==> src/rtl/tilu_pkg.sv <==
// constants and types shared by the timer, interrupt and low-power unit
package tilu_pkg;

	// register map (byte offsets on the plain register port)
	localparam logic [7:0] TILU_OFF_COUNT   = 8'h08;
	localparam logic [7:0] TILU_OFF_CONTROL = 8'h09;

	// control register field positions
	localparam int TILU_BIT_REQ_FLAG  = 7;
	localparam int TILU_BIT_REQ_MASK  = 6;
	localparam int TILU_BIT_CLK_SEL   = 5;
	localparam int TILU_BIT_PIN_EN    = 4;
	localparam int TILU_BIT_PRE_ZERO  = 3;
	localparam int TILU_PSEL_LSB      = 0;
	localparam int TILU_PSEL_MSB      = 2;

	// widths
	localparam int TILU_COUNT_W = 8;
	localparam int TILU_PRE_W   = 7;
	localparam int TILU_VEC_W   = 13;

	// values after reset, then the count values one and zero used by the compares
	localparam logic [7:0] TILU_COUNT_POR   = 8'hff;
	localparam logic       TILU_FLAG_RST    = 1'b0;
	localparam logic       TILU_MASK_RST    = 1'b1;
	localparam logic       TILU_SEL_POR     = 1'b0;
	localparam logic       TILU_PIN_EN_POR  = 1'b0;
	localparam logic [2:0] TILU_PSEL_POR    = 3'h0;
	localparam logic [6:0] TILU_PRE_RST     = 7'h00;
	localparam logic [7:0] TILU_COUNT_ONE   = 8'h01;
	localparam logic [7:0] TILU_COUNT_ZERO  = 8'h00;

	// service routine vectors (address of the high byte)
	localparam logic [12:0] TILU_VEC_TIMER_WAIT = 13'h1ff6;
	localparam logic [12:0] TILU_VEC_TIMER      = 13'h1ff8;
	localparam logic [12:0] TILU_VEC_EXT        = 13'h1ffa;
	localparam logic [12:0] TILU_VEC_SOFT       = 13'h1ffc;
	localparam logic [12:0] TILU_VEC_NONE       = 13'h0000;

	// spacing the far side keeps between pulses, on top of the routine length
	localparam int TILU_PULSE_GAP_CYC = 20;

	typedef enum logic [1:0] {
		TILU_RUN,
		TILU_STOP,
		TILU_WAIT
	} tilu_state_t;

endpackage

==> src/rtl/tilu_timer_irq.sv <==
// timer, interrupt routing and stop/wait control unit
//
// The implementer's own choices: the address-and-strobe port and the register offsets.
module tilu_timer_irq #(
	parameter int PRE_W = tilu_pkg::TILU_PRE_W
) (
	// clock and resets
	input  wire logic        clk_sys_in,
	input  wire logic        rst_in,
	input  wire logic        por_in,
	// register port
	input  wire logic [7:0]  reg_addr_in,
	input  wire logic [7:0]  reg_wdata_in,
	input  wire logic        reg_wr_in,
	input  wire logic        reg_rd_in,
	output logic      [7:0]  reg_rdata_out,
	// pins
	input  wire logic        irq_n_in,
	input  wire logic        timer_pin_in,
	// core sequencer
	input  wire logic        cycle_tick_in,
	input  wire logic        instr_boundary_in,
	input  wire logic        i_mask_in,
	input  wire logic        soft_trap_op_in,
	input  wire logic        stop_op_in,
	input  wire logic        wait_op_in,
	input  wire logic        core_as_in,
	input  wire logic        core_ds_in,
	input  wire logic        core_rw_n_in,
	// interrupt answer to the core
	output logic             irq_take_out,
	output logic      [12:0] irq_vector_out,
	output logic             set_i_mask_out,
	output logic             clear_i_mask_out,
	output logic             wake_out,
	// low-power pin states
	output logic             address_strobe_line_out,
	output logic             data_strobe_line_out,
	output logic             rw_n_out,
	output logic             bus_input_out,
	output logic             hold_addr_out,
	output logic             stop_active_out,
	output logic             wait_active_out
);

	// input synchronisers, three stages with agreement filter
	logic irq_s1_q, irq_s2_q, irq_s3_q, irq_lvl_q;
	logic tpin_s1_q, tpin_s2_q, tpin_s3_q, tpin_lvl_q, tpin_prev_q;

	always_ff @(posedge clk_sys_in) begin
		irq_s1_q  <= irq_n_in;
		irq_s2_q  <= irq_s1_q;
		irq_s3_q  <= irq_s2_q;
		tpin_s1_q <= timer_pin_in;
		tpin_s2_q <= tpin_s1_q;
		tpin_s3_q <= tpin_s2_q;
	end

	always_ff @(posedge clk_sys_in) begin
		if (rst_in || por_in) begin
			irq_lvl_q   <= 1'b1;
			tpin_lvl_q  <= 1'b0;
			tpin_prev_q <= 1'b0;
		end else begin
			if (irq_s2_q == irq_s3_q) begin
				irq_lvl_q <= irq_s3_q;
			end
			if (tpin_s2_q == tpin_s3_q) begin
				tpin_lvl_q <= tpin_s3_q;
			end
			tpin_prev_q <= tpin_lvl_q;
		end
	end

	// control and count state
	logic                   flag_q, flag_d;
	logic                   mask_q, mask_d;
	logic                   clk_sel_q;
	logic                   pin_en_q;
	logic [2:0]             psel_q;
	logic [PRE_W-1:0]       pre_q, pre_d;
	logic [7:0]             count_q, count_d;
	tilu_pkg::tilu_state_t  state_q, state_d;

	// register decode
	wire wr_count   = reg_wr_in && (reg_addr_in == tilu_pkg::TILU_OFF_COUNT);
	wire wr_control = reg_wr_in && (reg_addr_in == tilu_pkg::TILU_OFF_CONTROL);
	wire pre_clear  = wr_control && reg_wdata_in[tilu_pkg::TILU_BIT_PRE_ZERO];

	// count clock selection
	wire in_stop      = (state_q == tilu_pkg::TILU_STOP);
	wire in_wait      = (state_q == tilu_pkg::TILU_WAIT);
	wire in_run       = (state_q == tilu_pkg::TILU_RUN);
	// instruction clock keeps running in wait, halted in stop
	wire int_tick     = cycle_tick_in && !in_stop;
	wire pin_fall     = tpin_prev_q && !tpin_lvl_q;
	wire mode_int     = !pin_en_q && !clk_sel_q;
	wire mode_gated   = pin_en_q && !clk_sel_q;
	wire mode_ext     = pin_en_q && clk_sel_q;
	// pin-only counting is the one source that runs in stop
	wire count_tick   = (mode_int && int_tick)
	                  | (mode_gated && int_tick && tpin_lvl_q)
	                  | (mode_ext && pin_fall);

	// prescaler tap: code 0 passes every tick, code n the falling edge of bit n-1
	wire [PRE_W-1:0] pre_inc = pre_q + {{(PRE_W-1){1'b0}}, 1'b1};
	function automatic logic tap_fall(input logic [PRE_W-1:0] cur, input logic [PRE_W-1:0] nxt,
	                                  input logic [2:0] sel);
		logic r;
		r = 1'b1;
		if (sel != 3'h0) begin
			r = cur[sel - 3'h1] && !nxt[sel - 3'h1];
		end
		return r;
	endfunction
	wire cnt_step   = count_tick && tap_fall(pre_q, pre_inc, psel_q);
	wire hit_zero   = cnt_step && (count_q == tilu_pkg::TILU_COUNT_ONE) && !wr_count;

	always_comb begin
		pre_d = pre_q;
		if (pre_clear) begin
			pre_d = tilu_pkg::TILU_PRE_RST;
		end else if (count_tick) begin
			pre_d = pre_inc;
		end
	end

	always_comb begin
		count_d = count_q;
		if (wr_count) begin
			count_d = reg_wdata_in;
		end else if (cnt_step) begin
			count_d = count_q - 8'h01;
		end
	end

	// interrupt decision
	wire stop_go    = instr_boundary_in && in_run && stop_op_in;
	wire wait_go    = instr_boundary_in && in_run && wait_op_in;
	wire ext_low    = !irq_lvl_q;
	wire tmr_req    = flag_q && !mask_q;
	wire ext_pend   = ext_low && !i_mask_in;
	wire tmr_pend   = tmr_req && !i_mask_in;
	// the mask was cleared on entry, so a wake ignores the core copy
	wire wake_stop  = in_stop && ext_low;
	wire wake_wait  = in_wait && (ext_low || tmr_req);
	wire wake       = wake_stop || wake_wait;
	wire run_pick   = instr_boundary_in && in_run && !stop_op_in && !wait_op_in;
	wire take_ext   = (run_pick && ext_pend) || (wake && ext_low);
	wire take_tmr   = !take_ext && ((run_pick && tmr_pend) || wake_wait);
	wire take_soft  = run_pick && !ext_pend && !tmr_pend && soft_trap_op_in;
	wire take_any   = take_ext || take_tmr || take_soft;

	wire [12:0] vec_sel = take_ext  ? tilu_pkg::TILU_VEC_EXT
	                    : take_tmr  ? (wake_wait ? tilu_pkg::TILU_VEC_TIMER_WAIT
	                                             : tilu_pkg::TILU_VEC_TIMER)
	                    : take_soft ? tilu_pkg::TILU_VEC_SOFT
	                    : irq_vector_out;

	// flag and mask; hardware set wins over software clear
	always_comb begin
		flag_d = flag_q;
		mask_d = mask_q;
		if (wr_control) begin
			flag_d = reg_wdata_in[tilu_pkg::TILU_BIT_REQ_FLAG];
			mask_d = reg_wdata_in[tilu_pkg::TILU_BIT_REQ_MASK];
		end
		if (hit_zero) begin
			flag_d = 1'b1;
		end
		if (stop_go) begin
			flag_d = 1'b0;
			mask_d = 1'b1;
		end
	end

	always_comb begin
		state_d = state_q;
		if (stop_go) begin
			state_d = tilu_pkg::TILU_STOP;
		end else if (wait_go) begin
			state_d = tilu_pkg::TILU_WAIT;
		end else if (wake) begin
			state_d = tilu_pkg::TILU_RUN;
		end
	end

	always_ff @(posedge clk_sys_in) begin
		if (por_in) begin
			count_q   <= tilu_pkg::TILU_COUNT_POR;
			clk_sel_q <= tilu_pkg::TILU_SEL_POR;
			pin_en_q  <= tilu_pkg::TILU_PIN_EN_POR;
			psel_q    <= tilu_pkg::TILU_PSEL_POR;
			pre_q     <= tilu_pkg::TILU_PRE_RST;
		end else begin
			count_q <= count_d;
			pre_q   <= pre_d;
			if (wr_control) begin
				clk_sel_q <= reg_wdata_in[tilu_pkg::TILU_BIT_CLK_SEL];
				pin_en_q  <= reg_wdata_in[tilu_pkg::TILU_BIT_PIN_EN];
				psel_q    <= reg_wdata_in[tilu_pkg::TILU_PSEL_MSB:tilu_pkg::TILU_PSEL_LSB];
			end
		end
	end

	// reset pin leaves the select bits, prescaler and count alone
	always_ff @(posedge clk_sys_in) begin
		if (rst_in || por_in) begin
			flag_q       <= tilu_pkg::TILU_FLAG_RST;
			mask_q       <= tilu_pkg::TILU_MASK_RST;
			state_q      <= tilu_pkg::TILU_RUN;
		end else begin
			flag_q       <= flag_d;
			mask_q       <= mask_d;
			state_q      <= state_d;
		end
	end

	// answers to the core and the register port
	wire [7:0] control_rd = {flag_q, mask_q, clk_sel_q, pin_en_q, 1'b0, psel_q};
	wire [7:0] rd_sel     = (reg_addr_in == tilu_pkg::TILU_OFF_COUNT)   ? count_q
	                      : (reg_addr_in == tilu_pkg::TILU_OFF_CONTROL) ? control_rd
	                      : 8'h00;
	wire       lp_next    = (state_d != tilu_pkg::TILU_RUN);

	always_ff @(posedge clk_sys_in) begin
		if (rst_in || por_in) begin
			reg_rdata_out           <= 8'h00;
			irq_take_out            <= 1'b0;
			irq_vector_out          <= tilu_pkg::TILU_VEC_NONE;
			set_i_mask_out          <= 1'b0;
			clear_i_mask_out        <= 1'b0;
			wake_out                <= 1'b0;
			address_strobe_line_out <= 1'b0;
			data_strobe_line_out    <= 1'b0;
			rw_n_out                <= 1'b1;
			bus_input_out           <= 1'b1;
			hold_addr_out           <= 1'b0;
			stop_active_out         <= 1'b0;
			wait_active_out         <= 1'b0;
		end else begin
			reg_rdata_out           <= reg_rd_in ? rd_sel : 8'h00;
			irq_take_out            <= take_any;
			irq_vector_out          <= vec_sel;
			set_i_mask_out          <= take_any;
			clear_i_mask_out        <= stop_go || wait_go;
			wake_out                <= wake;
			address_strobe_line_out <= lp_next ? 1'b0 : core_as_in;
			data_strobe_line_out    <= lp_next ? 1'b0 : core_ds_in;
			rw_n_out                <= lp_next ? 1'b1 : core_rw_n_in;
			bus_input_out           <= lp_next ? 1'b1 : core_rw_n_in;
			hold_addr_out           <= lp_next;
			stop_active_out         <= (state_d == tilu_pkg::TILU_STOP);
			wait_active_out         <= (state_d == tilu_pkg::TILU_WAIT);
		end
	end

	// checks
	a_count_wrap: assert property (@(posedge clk_sys_in) disable iff (rst_in || por_in)
		(cnt_step && !wr_count && count_q == tilu_pkg::TILU_COUNT_ZERO) |=> (count_q == 8'hff))
		else $error("counter did not wrap to ff");

	a_zero_sets_flag: assert property (@(posedge clk_sys_in) disable iff (rst_in || por_in)
		(hit_zero && !stop_go) |=> flag_q)
		else $error("reaching zero did not set the request flag");

	a_stop_entry_flags: assert property (@(posedge clk_sys_in) disable iff (rst_in || por_in)
		stop_go |=> (!flag_q && mask_q && in_stop && clear_i_mask_out && stop_active_out))
		else $error("stop entry did not clear flag and set mask");

	a_ext_first: assert property (@(posedge clk_sys_in) disable iff (rst_in || por_in)
		(run_pick && ext_pend && tmr_pend) |=> (irq_take_out && irq_vector_out == 13'h1ffa))
		else $error("timer served ahead of external");

	a_lp_pin_state: assert property (@(posedge clk_sys_in) disable iff (rst_in || por_in)
		(!in_run && !wake) |=> (!address_strobe_line_out && !data_strobe_line_out && rw_n_out && bus_input_out))
		else $error("strobes not parked in low power");

	a_stop_holds: assert property (@(posedge clk_sys_in) disable iff (rst_in || por_in)
		(in_stop && irq_lvl_q) |=> in_stop)
		else $error("stop left without external interrupt");

	a_wait_timer_vec: assert property (@(posedge clk_sys_in) disable iff (rst_in || por_in)
		(in_wait && irq_lvl_q && tmr_req) |=> (irq_take_out && irq_vector_out == 13'h1ff6 && !wait_active_out))
		else $error("wait timer wake used wrong vector");

	a_hold_mode3: assert property (@(posedge clk_sys_in) disable iff (rst_in || por_in)
		(!pin_en_q && clk_sel_q && !wr_count) |=> $stable(count_q))
		else $error("count moved with inputs blocked");

	a_pre_clear: assert property (@(posedge clk_sys_in) disable iff (rst_in || por_in)
		pre_clear |=> (pre_q == '0))
		else $error("prescaler not zeroed");

	a_soft_masked: assert property (@(posedge clk_sys_in) disable iff (rst_in || por_in)
		(run_pick && soft_trap_op_in && !ext_pend && !tmr_pend) |=> (irq_take_out && irq_vector_out == 13'h1ffc))
		else $error("soft trap not vectored");

	a_stop_wake: assert property (@(posedge clk_sys_in) disable iff (rst_in || por_in)
		(in_stop && ext_low) |=> (wake_out && irq_take_out && irq_vector_out == 13'h1ffa && !stop_active_out))
		else $error("stop not left on external interrupt");

	a_ext_take: assert property (@(posedge clk_sys_in) disable iff (rst_in || por_in)
		(run_pick && ext_pend) |=> (irq_take_out && set_i_mask_out && irq_vector_out == 13'h1ffa))
		else $error("external interrupt not taken");

	a_timer_vec: assert property (@(posedge clk_sys_in) disable iff (rst_in || por_in)
		(run_pick && tmr_pend && !ext_pend) |=> (irq_take_out && set_i_mask_out && irq_vector_out == 13'h1ff8))
		else $error("timer interrupt not on normal vector");

	a_wait_entry: assert property (@(posedge clk_sys_in) disable iff (rst_in || por_in)
		(wait_go && !stop_op_in) |=> (in_wait && clear_i_mask_out && hold_addr_out && wait_active_out))
		else $error("wait entry did not release the mask");

endmodule

==> config.mk <==
export PLATFORM = sky130hd
export DESIGN_NAME = tilu_timer_irq
export DESIGN_NICKNAME = d
export VERILOG_FILES = /design/src/rtl/tilu_pkg.sv /design/src/rtl/tilu_timer_irq.sv
export SDC_FILE = /design/constraint.sdc
export NUM_CORES = 1
export LEC_CHECK = 0
export ABC_AREA = 1
export BUFFER_PORTS_ARGS = -buffer_cell sky130_fd_sc_hd__buf_4
export CELL_PAD_IN_SITES_DETAIL_PLACEMENT = 1
export CELL_PAD_IN_SITES_GLOBAL_PLACEMENT = 2
export CORE_MARGIN = 4
export CORE_UTILIZATION = 31
export CTS_CLUSTER_SIZE = 10
export DETAILED_ROUTE_END_ITERATION = 12
export GPL_ROUTABILITY_DRIVEN = 0
export PLACE_DENSITY = 0.85
export SYNTH_ARGS = -nofsm -noshare
export SYNTH_HDL_FRONTEND = slang
export SYNTH_SLANG_ARGS = --single-unit
export TNS_END_PERCENT = 30
==> constraint.sdc <==
create_clock -name clk_sys_in -period 3.76 [get_ports clk_sys_in]
set_input_delay 0.752 -clock clk_sys_in [delete_from_list [all_inputs] [get_ports clk_sys_in]]
set_output_delay 0.752 -clock clk_sys_in [all_outputs]
set_load 0.005 [all_outputs]
==> results.ini <==
[outcome]
status = finished, final reports clean

[synth]
synth_area_per_cell_um2 = 7.14
synth.area.top_cells = dfxtp_1, nand2_1, nand3_1
ys_warn_count = 0
synthesis.area_um2 = 2590
synth-edff-count = 0
synth_seq_cells = 54
syn-num-nets = 400
async_reset_ff_share_pct = 0
synth_cell_type_count = 33
yosysSeqAreaShare_pct = 41.7
synth_top_cell_by_area = dfxtp_1
synth_ff_type = dfxtp_1
synth_top_area_share_pct = 41.7
synthTopCellsByCount = nand2_1, dfxtp_1, nand3_1, inv_1
syn_inst = 363
synth.most_common_cell = nand2_1

[clock_network]
clockBufferDepth = 2
htreeDepth = 2
hold_buffers = 0
clk_pin_slew_ns = 0.11
cts-root-buf = clkbuf_8
cts_tree = built
cts_setup_buffers = 0
cts_sinks = 54
ctsResizeCount = 0
cts_made_buffers = 5
clk_latency_ns = 0.32

[pwr]
netSwitchingPower_w = 0.000300
leakage_nw = 1.45
pwr-share-seq_pct = 56.0
clkPwrFrac_pct = 32.8
irDropWorstVdd_uv = 180
post-layout-total-power_w = 0.00109
p_comb_share_pct = 11.2
internal_power_w = 0.000785
switching_share_pct = 27.7
powerDensity_nw_per_um2 = 342

[finish]
fillers = 1073
final_area_um2 = 3170
final_cell_count_no_fill = 522
layout-drive-gt1-share_pct = 20.4
finalNetCount = 453
area_growth_pct = 22.3
antenna_cells = 0

[global_routing]
grt_max_degree = 20
antenna_found_initial = 0
grt_overflow = 0
grt_pass1_vias = 2429
grt_usage_pct = 14.7
grt_pass1_wl_um = 11700

[setup_path]
critPathKind = reg2reg
cp_cell_sequence = inv_2 > ha_1 > nor2_1 > nand2_1 > nand2_1 > inv_1 > nand2_1 > a21oi_1 > nand2_1 > nand2_2 > nand2_2 > nand2_1 > nand3_1
cp_max_fo = 9
critPathLaunchType = flip-flop
reg2reg_depth = 13
r2r_end = count_q[7]$_SDFFE_PP1P_
r2r_slack_ns = 1.43
critPathCaptureType = flip-flop
path_common_cell = nand2_1
critPathMaxStageDelay_ns = 0.55
crit_path_top_delay_cell = dfxtp_1
critical-path-top-delay-family = simple AND/OR/NAND/NOR gates
cp.arrival_ns = 2.51
r2r_start = psel_q[0]$_SDFFE_PP0P_
critPathRequiredTime_ns = 3.94
crit_buf_inv = 2

[timing]
finalClockSkew_ns = 0.00744
layout_min_cycle_time_ns = 2.33
final.setup.tns_ns = 0
grt_setup_unrepaired = false
fmax_mhz = 430
slew-limit-headroom_pct = 60.9
setup_viol = 0
finalHoldViolCount = 0
final_max_slew_viol_count = 0
min_period_over_period_pct = 61.9
max_slew.worst_pin.slew_ns = 0.583

[place]
portBuffers = 62
dp.cells = 514
dpl.hpwl_um = 5680
place_area_um2 = 3070

[run]
drv_cap = 0

[die]
core_area_um2 = 8180
start_util_pct = 31.7
die_x_um = 99.5
ioPinCount = 64
row_count = 33
die_h_um = 99.5
die_area_um2 = 9890

[routing]
dr.pass1.iters = 4
drt-total-wl_um = 7080
vias_per_cell = 4.64
ant_nets = 0
vias = 2423
first_iter_violations = 66
drt-wirelength-per-cell_um = 13.6
drc = 0

[hold_path]
min_path_type = reg2reg
hold_start = tpin_s1_q$_DFF_P_
holdPathStages = 0
min_to = tpin_s2_q$_DFF_P_

## cell usage in the layout, fill, tap and decap left out, types with 3 or more instances in the layout
master,instances
nand2_1,103
buf_4,63
dfxtp_1,54
nand3_1,43
inv_1,37
nor2_1,29
a21oi_1,29
o21ai_0,11
ha_1,5
clkbuf_8,5
nor3_1,4
nand2_2,3
o21ai_1,3
xnor2_1,3
## flip-flops by register name (all words and copies together), names as in the netlist, 2 cells and up
register,cells
state_q,2
irq_vector_out,4
count_q,8
pre_q,7
reg_rdata_out,8
psel_q,3
## per-stage QoR
stage	hold slack, ns	setup WS (ns)	util [%]
3_3_place_gp	0.314	1.30	37.6
6_report	0.340	1.43	38.8
3_5_place_dp	0.317	1.24	37.6
2_1_floorplan	0.310	1.75	-
5_1_grt	0.359	1.19	38.8
4_1_cts	0.342	1.38	38.8
## worst max-delay path by stage
| stage | start | end | slack (ns) | cells past startpoint |
|---|---|---|---|---|
| after floorplan | reg_addr_in[5] | mask_q$_SDFFE_PP1P_ | 1.75 | 7 |
| after CTS | psel_q[0]$_SDFFE_PP0P_ | count_q[7]$_SDFFE_PP1P_ | 1.38 | 11 |
| after detailed placement | reg_addr_in[5] | pre_q[4]$_SDFFE_PP0P_ | 1.24 | 8 |
| final | psel_q[0]$_SDFFE_PP0P_ | count_q[7]$_SDFFE_PP1P_ | 1.43 | 13 |
| after global routing | psel_q[0]$_SDFFE_PP0P_ | count_q[3]$_SDFFE_PP1P_ | 1.19 | 12 |
| after global placement | reg_addr_in[5] | pre_q[2]$_SDFFE_PP0P_ | 1.30 | 8 |
## kinds of logic after synthesis
family | share of synthesized area, %
flip-flops | 41.7
AND/OR/NAND/NOR | 33.3
XOR/XNOR | 1.69
buffers and inverters | 10.4
AO/OA/AOI/OAI | 10.4
other | 0.145
adder cells (fa/ha/maj) | 2.41
## per-layer routing
layer / up-vias / routed length [um] / track usage [%]
met5: - / 0 / 0
met2: 48 / 3520 / 26.1
met4: 0 / 103 / 4.20
met1: 1110 / 3140 / 18.1
li1: 1256 / - / -
met3: 9 / 315 / 2.88
## final cells by class
cell class / count / area [um^2] / area share (%)
Clock buffer: 5 / 68.8 / 2.17
Clock inverter: 3 / 28.8 / 0.907
Inverter: 39 / 146 / 4.62
Multi-Input combinational cell: 253 / 1240 / 39.2
Sequential cell: 54 / 1080 / 34.1
Tap cell: 105 / 131 / 4.14
Timing Repair Buffer: 63 / 473 / 14.9
## power groups by stage
stage	registers, W	logic (W)	clock network, W
after floorplan	0.000616	0.0000676	0
after global placement	0.000620	0.000121	0
after detailed placement	0.000620	0.000124	0
after CTS	0.000607	0.000124	0.000371
after global routing	0.000611	0.000139	0.000394
final	0.000607	0.000122	0.000356
(Power assumes the default switching activity.)
